$ cat src/twcs_pkg.sv
// package for the two-wire control and status block
// assumes an apb slave on CLK and open-drain bus pins handled outside
package twcs_pkg;
  // ------------------------------------------------------------
  // register map (offsets 0xAA/0xAB are indexes; byte = 4*index)
  // ------------------------------------------------------------
  localparam logic [7:0] IDX_CONTROL = 8'hAA;
  localparam logic [7:0] IDX_STATUS = 8'hAB;
  localparam logic [7:0] IDX_ADDRESS = 8'hAC;
  localparam logic [7:0] IDX_DATA = 8'hAD;
  localparam logic [7:0] IDX_IRQ_STAT = 8'hB0;
  localparam logic [7:0] IDX_IRQ_MASK = 8'hB1;
  localparam logic [7:0] IDX_TIMER1 = 8'hB2;
  // ------------------------------------------------------------
  // control register fields
  // ------------------------------------------------------------
  localparam int B_RATE_HI = 7;
  localparam int B_ENABLE = 6;
  localparam int B_BEGIN = 5;
  localparam int B_HALT = 4;
  localparam int B_PEND = 3;
  localparam int B_ACK = 2;
  localparam int B_RATE_MID = 1;
  localparam int B_RATE_LO = 0;
  // ------------------------------------------------------------
  // reset values and status codes
  // ------------------------------------------------------------
  localparam logic [7:0] RST_CONTROL = 8'h00;
  localparam logic [7:0] RST_ADDRESS = 8'hFE;
  localparam logic [7:0] RST_DATA = 8'hFF;
  localparam logic [4:0] SC_NONE = 5'h1F;
  localparam logic [4:0] SC_START = 5'h01;
  localparam logic [4:0] SC_RSTART = 5'h02;
  localparam logic [4:0] SC_MT_ACK = 5'h03;
  localparam logic [4:0] SC_MT_NACK = 5'h04;
  localparam logic [4:0] SC_MR_DATA = 5'h0A;
  localparam logic [4:0] SC_MR_NACK = 5'h0B;
  localparam logic [4:0] SC_SL_ADDR = 5'h0C;
  localparam logic [4:0] SC_SL_DATA = 5'h10;
  localparam logic [4:0] SC_SL_STOP = 5'h14;
  localparam logic [4:0] SC_ST_DATA = 5'h15;
  localparam logic [4:0] SC_ARB_LOST = 5'h07;
  localparam logic [7:0] BROADCAST_ADDR = 8'h00;
  // oscillator divisions per rate code; code 4 has no entry, TMR marks timer
  localparam logic [8:0] DIV_0 = 9'h100;
  localparam logic [8:0] DIV_1 = 9'h0E0;
  localparam logic [8:0] DIV_2 = 9'h0C0;
  localparam logic [8:0] DIV_3 = 9'h0A0;
  localparam logic [8:0] DIV_5 = 9'h078;
  localparam logic [8:0] DIV_6 = 9'h03C;
  localparam logic [8:0] DIV_TMR = 9'h060;
  localparam logic [3:0] SAMPLE_HOLD = 4'h2;
endpackage : twcs_pkg

$ cat src/twcs_top.sv
// two-wire control/status block with a compact byte engine behind it
// assumes apb master on CLK, external open-drain resolution of bus lines
// Contract
// - rate from control bits 7,1,0; master only
// - divisions 256,224,192,160,-,120,60,96xtimer1
// - bit 6 enables the interface
// - bit 5 requests start; software clears
// - bit 4 requests stop; hardware clears
// - hardware sets pending flag; software clears
// - pending flag holds clock line low
// - clearing pending launches next operation
// - ack bit drives ack/nack when receiving
// - ack bit enables own/broadcast address recognition
// - ack bit ignored as master transmitter
// - status code in bits 7..3, low zero
// - status updated one cycle after pending
// - broadcast enable matches address 00h
//
// The APB slave port was chosen for this implementation.
`timescale 1ns/1ps
module twcs_top (
  input wire logic CLK,
  input wire logic RESET,
  input wire logic PSEL,
  input wire logic PENABLE,
  input wire logic PWRITE,
  input wire logic [11:0] PADDR,
  input wire logic [31:0] PWDATA,
  output logic [31:0] PRDATA,
  output logic PREADY,
  output logic PSLVERR,
  input wire logic TIMER1_OVF,
  input wire logic SCL_IN,
  output logic SCL_OUT,
  output logic SCL_OE,
  input wire logic SDA_IN,
  output logic SDA_OUT,
  output logic SDA_OE,
  output logic IRQ
);
  typedef enum {ST_IDLE, ST_START, ST_BIT_LO, ST_BIT_HI, ST_STOP,
    ST_WAIT} twcs_state_e;

  // ------------------------------------------------------------
  // functions
  // ------------------------------------------------------------
  function automatic logic [8:0] twcs_div(input logic [2:0] code);
    logic [8:0] d;
    d = twcs_pkg::DIV_0;
    unique case (code)
      3'h0: d = twcs_pkg::DIV_0;
      3'h1: d = twcs_pkg::DIV_1;
      3'h2: d = twcs_pkg::DIV_2;
      3'h3: d = twcs_pkg::DIV_3;
      3'h4: d = twcs_pkg::DIV_0; // unused code, keep a safe rate
      3'h5: d = twcs_pkg::DIV_5;
      3'h6: d = twcs_pkg::DIV_6;
      3'h7: d = twcs_pkg::DIV_TMR;
    endcase
    return d;
  endfunction : twcs_div

  // ------------------------------------------------------------
  // pin synchronisers
  // ------------------------------------------------------------
  logic [1:0] scl_sync_reg, sda_sync_reg, ovf_sync_reg;
  logic scl_s_reg, sda_s_reg, ovf_s_reg;
  // two flops, then a third stage readable by logic for edges
  always_ff @(posedge CLK) begin
    if (RESET) begin
      scl_sync_reg <= 2'h3;
      sda_sync_reg <= 2'h3;
      ovf_sync_reg <= 2'h0;
      scl_s_reg <= 1'b1;
      sda_s_reg <= 1'b1;
      ovf_s_reg <= 1'b0;
    end else begin
      scl_sync_reg <= {scl_sync_reg[0], SCL_IN};
      sda_sync_reg <= {sda_sync_reg[0], SDA_IN};
      ovf_sync_reg <= {ovf_sync_reg[0], TIMER1_OVF};
      scl_s_reg <= scl_sync_reg[1];
      sda_s_reg <= sda_sync_reg[1];
      ovf_s_reg <= ovf_sync_reg[1];
    end
  end
  logic scl_l, sda_l, scl_rise, scl_fall, bus_start, bus_stop, ovf_tick;
  assign scl_l = scl_sync_reg[1];
  assign sda_l = sda_sync_reg[1];
  assign scl_rise = scl_l & ~scl_s_reg;
  assign scl_fall = ~scl_l & scl_s_reg;
  assign bus_start = scl_l & scl_s_reg & ~sda_l & sda_s_reg;
  assign bus_stop = scl_l & scl_s_reg & sda_l & ~sda_s_reg;
  assign ovf_tick = ovf_sync_reg[1] & ~ovf_s_reg;

  // ------------------------------------------------------------
  // state
  // ------------------------------------------------------------
  logic [7:0] ctl_reg, ctl_next, adr_reg, adr_next, dat_reg, dat_next;
  logic [4:0] code_reg, code_next, evt_reg, evt_next;
  logic [1:0] ist_reg, ist_next, imask_reg, imask_next;
  twcs_state_e st_reg, st_next;
  logic [8:0] cnt_reg, cnt_next;
  logic [3:0] bit_reg, bit_next;
  logic master_reg, master_next, tx_reg, tx_next, slave_reg, slave_next;
  logic sda_o_reg, sda_o_next, scl_o_reg, scl_o_next;
  logic adr_seen_reg, adr_seen_next, busy_reg, busy_next;

  logic acc, wr, hit_ctl, pend, en, tick, set_pend;
  logic [7:0] idx;
  logic [4:0] set_code;
  assign acc = PSEL & PENABLE;
  assign wr = acc & PWRITE;
  assign idx = PADDR[9:2];
  assign pend = ctl_reg[twcs_pkg::B_PEND];
  assign en = ctl_reg[twcs_pkg::B_ENABLE];
  // timer code counts synced overflows, others count CLK
  assign tick = (ctl_reg[twcs_pkg::B_RATE_HI] &
    ctl_reg[twcs_pkg::B_RATE_MID] & ctl_reg[twcs_pkg::B_RATE_LO]) ?
    ovf_tick : 1'b1;

  // ------------------------------------------------------------
  // byte engine next state
  // ------------------------------------------------------------
  always_comb begin
    logic [8:0] div;
    logic [8:0] half;
    div = twcs_div({ctl_reg[twcs_pkg::B_RATE_HI],
      ctl_reg[twcs_pkg::B_RATE_MID], ctl_reg[twcs_pkg::B_RATE_LO]});
    // counter runs down to zero inclusive, so load one below half
    half = {1'b0, div[8:1]} - 9'h001;
    st_next = st_reg;
    cnt_next = cnt_reg;
    bit_next = bit_reg;
    master_next = master_reg;
    tx_next = tx_reg;
    slave_next = slave_reg;
    sda_o_next = sda_o_reg;
    scl_o_next = scl_o_reg;
    busy_next = busy_reg;
    adr_seen_next = adr_seen_reg;
    set_pend = 1'b0;
    set_code = evt_reg;
    dat_next = dat_reg;
    if (bus_start) busy_next = 1'b1;
    if (bus_stop) busy_next = 1'b0;
    if (!en) begin
      st_next = ST_IDLE;
      master_next = 1'b0;
      slave_next = 1'b0;
      sda_o_next = 1'b1;
      scl_o_next = 1'b1;
    end else if (!master_reg && st_reg == ST_IDLE) begin
      // slave path: shift bits on rising scl after a start
      if (bus_start) begin
        bit_next = 4'h0;
        slave_next = ctl_reg[twcs_pkg::B_ACK];
        adr_seen_next = 1'b0;
        tx_next = 1'b0;
      end else if (bus_stop && slave_reg) begin
        slave_next = 1'b0;
        set_pend = 1'b1;
        set_code = twcs_pkg::SC_SL_STOP;
      end else if (slave_reg && scl_rise && !pend && bit_reg < 4'h8)
        begin
        dat_next = {dat_reg[6:0], sda_l};
        bit_next = bit_reg + 4'h1;
      end else if (slave_reg && scl_fall && bit_reg == 4'h9 && !pend)
        begin
        sda_o_next = 1'b1; // ack slot over, let the line go
        bit_next = 4'h0;
      end else if (slave_reg && scl_fall && bit_reg == 4'h8 && !pend)
        begin
        bit_next = 4'h9;
        if (adr_seen_reg) begin
          sda_o_next = ~ctl_reg[twcs_pkg::B_ACK];
          set_pend = 1'b1;
          set_code = twcs_pkg::SC_SL_DATA;
        end else if (dat_reg[7:1] == adr_reg[7:1] ||
          (adr_reg[0] && dat_reg == twcs_pkg::BROADCAST_ADDR)) begin
          sda_o_next = 1'b0;
          set_pend = 1'b1;
          set_code = twcs_pkg::SC_SL_ADDR;
          tx_next = dat_reg[0];
          adr_seen_next = 1'b1;
        end else begin
          slave_next = 1'b0;
        end
      end
      if (!pend && !busy_reg && ctl_reg[twcs_pkg::B_BEGIN]) begin
        st_next = ST_START;
        master_next = 1'b1;
        cnt_next = half;
      end
    end else if (master_reg && tick) begin
      if (cnt_reg != 9'h000) cnt_next = cnt_reg - 9'h001;
      unique case (st_reg)
        ST_IDLE: st_next = ST_WAIT;
        // data falls while clock is high, then clock falls
        ST_START: if (cnt_reg == 9'h000) begin
          cnt_next = half;
          if (!scl_o_reg) begin
            scl_o_next = 1'b1;
          end else if (sda_o_reg) begin
            sda_o_next = 1'b0;
          end else begin
            scl_o_next = 1'b0;
            set_pend = 1'b1;
            set_code = twcs_pkg::SC_START;
            tx_next = 1'b1;
            bit_next = 4'h0;
            st_next = ST_WAIT;
          end
        end
        ST_WAIT: if (!pend) begin
          cnt_next = half;
          if (ctl_reg[twcs_pkg::B_HALT]) begin
            sda_o_next = 1'b0;
            st_next = ST_STOP;
          end else if (ctl_reg[twcs_pkg::B_BEGIN]) begin
            sda_o_next = 1'b1;
            st_next = ST_START;
          end else begin
            bit_next = 4'h0;
            st_next = ST_BIT_LO;
          end
        end
        ST_BIT_LO: if (cnt_reg == 9'h000) begin
          if (bit_reg < 4'h8)
            sda_o_next = tx_reg ? dat_reg[3'h7 - bit_reg[2:0]] : 1'b1;
          else // acknowledge slot; ack bit unused as transmitter
            sda_o_next = tx_reg ? 1'b1 :
              ~ctl_reg[twcs_pkg::B_ACK];
          scl_o_next = 1'b1;
          cnt_next = half;
          st_next = ST_BIT_HI;
        end
        ST_BIT_HI: if (cnt_reg == 9'h000 && scl_l) begin
          scl_o_next = 1'b0;
          cnt_next = half;
          if (sda_o_reg && !sda_l) begin
            master_next = 1'b0;
            set_pend = 1'b1;
            set_code = twcs_pkg::SC_ARB_LOST;
            st_next = ST_IDLE;
          end else if (bit_reg == 4'h8) begin
            set_pend = 1'b1;
            set_code = tx_reg ? (sda_l ? twcs_pkg::SC_MT_NACK :
              twcs_pkg::SC_MT_ACK) : (sda_o_reg ? twcs_pkg::SC_MR_NACK
              : twcs_pkg::SC_MR_DATA);
            st_next = ST_WAIT;
          end else begin
            if (!tx_reg) dat_next = {dat_reg[6:0], sda_l};
            bit_next = bit_reg + 4'h1;
            st_next = ST_BIT_LO;
          end
        end
        ST_STOP: if (cnt_reg == 9'h000) begin
          if (!scl_o_reg) begin
            scl_o_next = 1'b1;
            cnt_next = half;
          end else begin
            sda_o_next = 1'b1; // stop placed on the bus
            master_next = 1'b0;
            st_next = ST_IDLE;
          end
        end
      endcase
    end
  end

  // ------------------------------------------------------------
  // register file next values
  // ------------------------------------------------------------
  logic stop_done;
  assign stop_done = st_reg == ST_STOP && st_next == ST_IDLE;
  always_comb begin
    ctl_next = ctl_reg;
    adr_next = adr_reg;
    imask_next = imask_reg;
    ist_next = ist_reg;
    evt_next = set_pend ? set_code : evt_reg;
    if (wr && idx == twcs_pkg::IDX_CONTROL) ctl_next = PWDATA[7:0];
    if (wr && idx == twcs_pkg::IDX_ADDRESS) adr_next = PWDATA[7:0];
    if (wr && idx == twcs_pkg::IDX_IRQ_MASK) imask_next = PWDATA[1:0];
    if (wr && idx == twcs_pkg::IDX_IRQ_STAT)
      ist_next = ist_reg & ~PWDATA[1:0];
    if (stop_done) ctl_next[twcs_pkg::B_HALT] = 1'b0;
    if (set_pend) begin // set wins over a clearing write
      ctl_next[twcs_pkg::B_PEND] = 1'b1;
      ist_next[0] = 1'b1;
    end
    if (stop_done) ist_next[1] = 1'b1;
    // status follows the flag one cycle later
    code_next = pend ? evt_reg : twcs_pkg::SC_NONE;
  end
  // data register: software writes only while pending is set
  logic [7:0] dat_sel;
  assign dat_sel = (wr && idx == twcs_pkg::IDX_DATA && pend) ?
    PWDATA[7:0] : dat_next;

  // ------------------------------------------------------------
  // registers
  // ------------------------------------------------------------
  always_ff @(posedge CLK) begin
    if (RESET) begin
      ctl_reg <= twcs_pkg::RST_CONTROL;
      adr_reg <= twcs_pkg::RST_ADDRESS;
      dat_reg <= twcs_pkg::RST_DATA;
      code_reg <= twcs_pkg::SC_NONE;
      evt_reg <= twcs_pkg::SC_NONE;
      ist_reg <= 2'h0;
      imask_reg <= 2'h0;
      st_reg <= ST_IDLE;
      cnt_reg <= 9'h000;
      bit_reg <= 4'h0;
      master_reg <= 1'b0;
      tx_reg <= 1'b0;
      slave_reg <= 1'b0;
      sda_o_reg <= 1'b1;
      scl_o_reg <= 1'b1;
      adr_seen_reg <= 1'b0;
      busy_reg <= 1'b0;
    end else begin
      ctl_reg <= ctl_next;
      adr_reg <= adr_next;
      dat_reg <= dat_sel;
      code_reg <= code_next;
      evt_reg <= evt_next;
      ist_reg <= ist_next;
      imask_reg <= imask_next;
      st_reg <= st_next;
      cnt_reg <= cnt_next;
      bit_reg <= bit_next;
      master_reg <= master_next;
      tx_reg <= tx_next;
      slave_reg <= slave_next;
      sda_o_reg <= sda_o_next;
      scl_o_reg <= scl_o_next;
      adr_seen_reg <= adr_seen_next;
      busy_reg <= busy_next;
    end
  end

  // ------------------------------------------------------------
  // outputs
  // ------------------------------------------------------------
  // read mux; unmapped indexes read zero with no error
  always_comb begin
    PRDATA = 32'h0000_0000;
    unique case (idx)
      twcs_pkg::IDX_CONTROL: PRDATA[7:0] = ctl_reg;
      twcs_pkg::IDX_STATUS: PRDATA[7:0] = {code_reg, 3'h0};
      twcs_pkg::IDX_ADDRESS: PRDATA[7:0] = adr_reg;
      twcs_pkg::IDX_DATA: PRDATA[7:0] = dat_reg;
      twcs_pkg::IDX_IRQ_STAT: PRDATA[1:0] = ist_reg;
      twcs_pkg::IDX_IRQ_MASK: PRDATA[1:0] = imask_reg;
      default: PRDATA = 32'h0000_0000;
    endcase
  end
  assign PREADY = 1'b1;
  assign PSLVERR = 1'b0;
  assign IRQ = |(ist_reg & imask_reg);
  // pending stretches clock low; disabled interface floats both lines
  assign SCL_OUT = 1'b0;
  assign SCL_OE = en & (~scl_o_reg | pend);
  assign SDA_OUT = 1'b0;
  assign SDA_OE = en & ~sda_o_reg;
endmodule : twcs_top

$ cat config.mk
export PLATFORM = sky130hd
export DESIGN_NAME = twcs_top
export DESIGN_NICKNAME = d
export VERILOG_FILES = /design/src/twcs_pkg.sv /design/src/twcs_top.sv
export SDC_FILE = /design/constraint.sdc
export NUM_CORES = 1
export LEC_CHECK = 0
export CORE_UTILIZATION = 55
export CTS_BUF_LIST = sky130_fd_sc_hd__clkbuf_8
export CTS_CLUSTER_DIAMETER = 50
export DETAILED_ROUTE_END_ITERATION = 7
export DONT_BUFFER_PORTS = 1
export PLACE_DENSITY = 0.79
export SYNTH_ARGS = -nofsm -noshare
export SYNTH_HDL_FRONTEND = slang
export SYNTH_SLANG_ARGS = --single-unit
export TNS_END_PERCENT = 5
$ cat constraint.sdc
create_clock -name CLK -period 2.98 [get_ports CLK]
set_input_delay 0.149 -clock CLK [delete_from_list [all_inputs] [get_ports CLK]]
set_output_delay 0.149 -clock CLK [all_outputs]
set_load 0.02 [all_outputs]
==> flow_summary_export.csv <==
group,metric,value,unit
finish,multi_input_area,3704,um2
floorplanning,start_util,56.76,%
sta,drv_slew,0,
logic_synthesis,seq_area_frac_synth,34.01,%
critical_path,path_cells,"or4b_1, nand3_1, a22oi_1, a31oi_2, mux2_1, o221a_2",
grt,grt_pass1_vias,5191,
route,via_count,5760,
route,vias_per_cell,6.472,
logic_synthesis,synth_top_area_share,34.01,%
sta,tightest_slew,0.6363,ns
logic_synthesis,synthArstFlopShare,0,%
clocking,clock_latency,0.39,ns
clocking,path_clk_slew,0.10,ns
floorplanning,fp.dieArea,11660,um2
clocking,cts.sinks,105,
route,drtIter0Drc,588,
clocking,cts_buffers,9,
status,outcome,"completed",
grt,grtUsageTotal,30.28,%
place,dp_hpwl,12270,um
job,cap_viol_max_count,0,
logic_synthesis,synth.avg_cell_area,8.465,um2
route,dr_wl_met3,1409,um
logic_synthesis,synth_edf_count,0,
logic_synthesis,synthTopCellsByCount,"105 x dfxtp_1, 51 x nand2_1, 48 x a21oi_1",
floorplanning,rows,38,
finish,layout.nets,807,
place,placedCellCount,860,
finish,stdcell_count,890,
route,drc,0,
logic_synthesis,yosysUniqueCellTypes,81,
finish,seqCellArea,2102,um2
critical_path,endpoint_kind,"flip-flop",
power,ir_drop,0.0003763,V
route,ant_nets,0,
route,highest_layer,"met4",
logic_synthesis,synthesis.instances,730,
logic_synthesis,synth_area_leader_cell,"dfxtp_1",
sta,fin_ws,0.2999,ns
power,power_density,382.6,nW/um2
critical_path,critical_path_class,"flip-flop to flip-flop",
critical_path,crit_buf_inv,0,
sta,setup-tns-final,0,ns
hold_path,hp-class,"primary input to flip-flop",
route,dr_wl_met2,7928,um
power,leakagePower,2.567,nW
clocking,cts_htree_levels,3,
place,place_ws,0.3479,ns
sta,fmax,0.3731,GHz
sta,setup_violations,0,
finish,largest_register_ffs,32,
finish,drive_gt1_share,10.93,%
floorplanning,die_h,108,um
clocking,cts-resized-gates,0,
critical_path,path_max_fanout,18,
critical_path,critical_path_arrival,2.97,ns
grt,antenna_found_initial,0,
sta,period_needed,2.680,ns
critical_path,crit_required,3.27,ns
route,routed_wl,17180,um
critical_path,cp-start-kind,"flip-flop",
route,firstDrtPassIters,5,
grt,grt_pass1_wl,27100,um
sta,fin_crit_sh,89.93,%
route,wl_met1,7355,um
clocking,tritoncts,"yes",
logic_synthesis,yosys_warnings,0,
logic_synthesis,syn_area,6180,um2
clocking,clock-root-buffer,"clkbuf_8",
sta,hold_viol_final,0,
finish,area_growth,7.694,%
logic_synthesis,ys_ff_latch,105,
logic_synthesis,ys_top_cells_by_area,"dfxtp_1 34%, mux2i_1 7.5%, a21oi_1 3.9%",
logic_synthesis,synth_ff_type,"dfxtp_1",
clocking,clk_path_buf_depth,2,
sta,rsz0062_at_grt,"false",
grt,overflow,0,
critical_path,cp_slowest_stage_delay,0.68,ns
floorplanning,die_x,108,um
sta,whs,0.01084,ns
grt,grt_max_degree,55,
logic_synthesis,yosysMostFrequentCell,"dfxtp_1",
finish,fillCellCount,978,
sta,finalClockSkew,0.01279,ns
place,gp_congestion,0.9422,
finish,n_antenna_cell,0,
floorplanning,core,10890,um2
critical_path,slowest_stage,"dfxtp_1",
clocking,cts_hold_buffers,14,
critical_path,crit_family,"compound AO/OA/AOI/OAI gates",
floorplanning,io_pins,91,
clocking,cts_setup_buffers,0,
route,routedWlPerCell,19.30,um
place,numPortBuffers,0,
sta,relSlewSlack,57.53,%
==> worst register-to-register path: cells and delay by family (launching register included) <==
family | cells | cell delay [ns]
AO/OA/AOI/OAI | 3 | 0.79
flip-flops | 1 | 0.68
multiplexers | 1 | 0.37
AND/OR/NAND/NOR | 2 | 0.74
==> per-layer routing <==
metal / vias to the layer above / GRT usage [%]
li1: 2681 / -
met2: 301 / 48.59
met5: - / 0
met3: 41 / 5.907
met4: 0 / 12.43
met1: 2737 / 39.72
==> cell usage in the layout (no fill, tap or decap), types with 14 or more instances in the layout <==
| cell | n |
|---|---|
| dfxtp_1 | 105 |
| nand2_1 | 51 |
| a21oi_1 | 48 |
| mux2i_1 | 46 |
| nor2_1 | 44 |
| and2_1 | 35 |
| buf_4 | 35 |
| conb_1 | 28 |
| nand3_1 | 26 |
| nor3_1 | 25 |
| o21ai_0 | 23 |
| nor4_1 | 21 |
| inv_1 | 16 |
| or3_1 | 16 |
| dlygate4sd3_1 | 14 |
==> stage by stage <==
| step | power, mW | utilization (%) | area [um2] |
|---|---|---|---|
| finish | 2.547 | 61.12 | 6655 |
| global route | 2.650 | 61.12 | 6655 |
| CTS | 2.558 | 61.03 | 6645 |
| detailed placement | 1.668 | 57.96 | 6311 |
| global placement | 1.662 | 57.96 | 6311 |
| floorplan | 1.668 | - | 6277 |
==> cell type report <==
type	count	share of cell area [%]
sequential	105	31.58
multi-input combinational	562	55.65
timing repair buffer	50	6.355
tap	140	2.632
inverter	18	1.015
clock inverter	6	0.9024
clock buffer	9	1.861
==> final timing paths <==
check / from / endpoint / slack [ns] / depth (start not counted)
setup / recovery: st_reg[1] / cnt_reg[1] / 0.30 / 6
hold / removal: PWDATA[1] / ctl_reg[1] / 0.01 / 2
setup reg to reg: st_reg[1] / cnt_reg[1] / 0.30 / 6
hold reg to reg: sda_sync_reg[0] / sda_sync_reg[1] / 0.43 / 1
==> kinds of logic (layout without fill, tap and decap cells) <==
| group | count (synthesis) | count (layout) | share of synthesized area, % |
|---|---|---|---|
| multiplexers | 52 | 52 | 8.909 |
| buffers and inverters | 89 | 83 | 7.633 |
| other | 2 | 28 | 0.1215 |
| XOR/XNOR | 13 | 13 | 1.842 |
| AND/OR/NAND/NOR | 305 | 305 | 29.01 |
| flip-flops | 105 | 105 | 34.02 |
| adder cells (fa/ha/maj) | 9 | 9 | 1.822 |
| AO/OA/AOI/OAI | 155 | 155 | 16.64 |
==> report_power, final <==
group          leakage, nW  internal, mW  switching, mW
Sequential           0.850          1.43         0.0389
Clock               0.0967         0.381          0.491
Combinational         1.62        0.0869          0.122
Power figures use the tool's default switching activity.
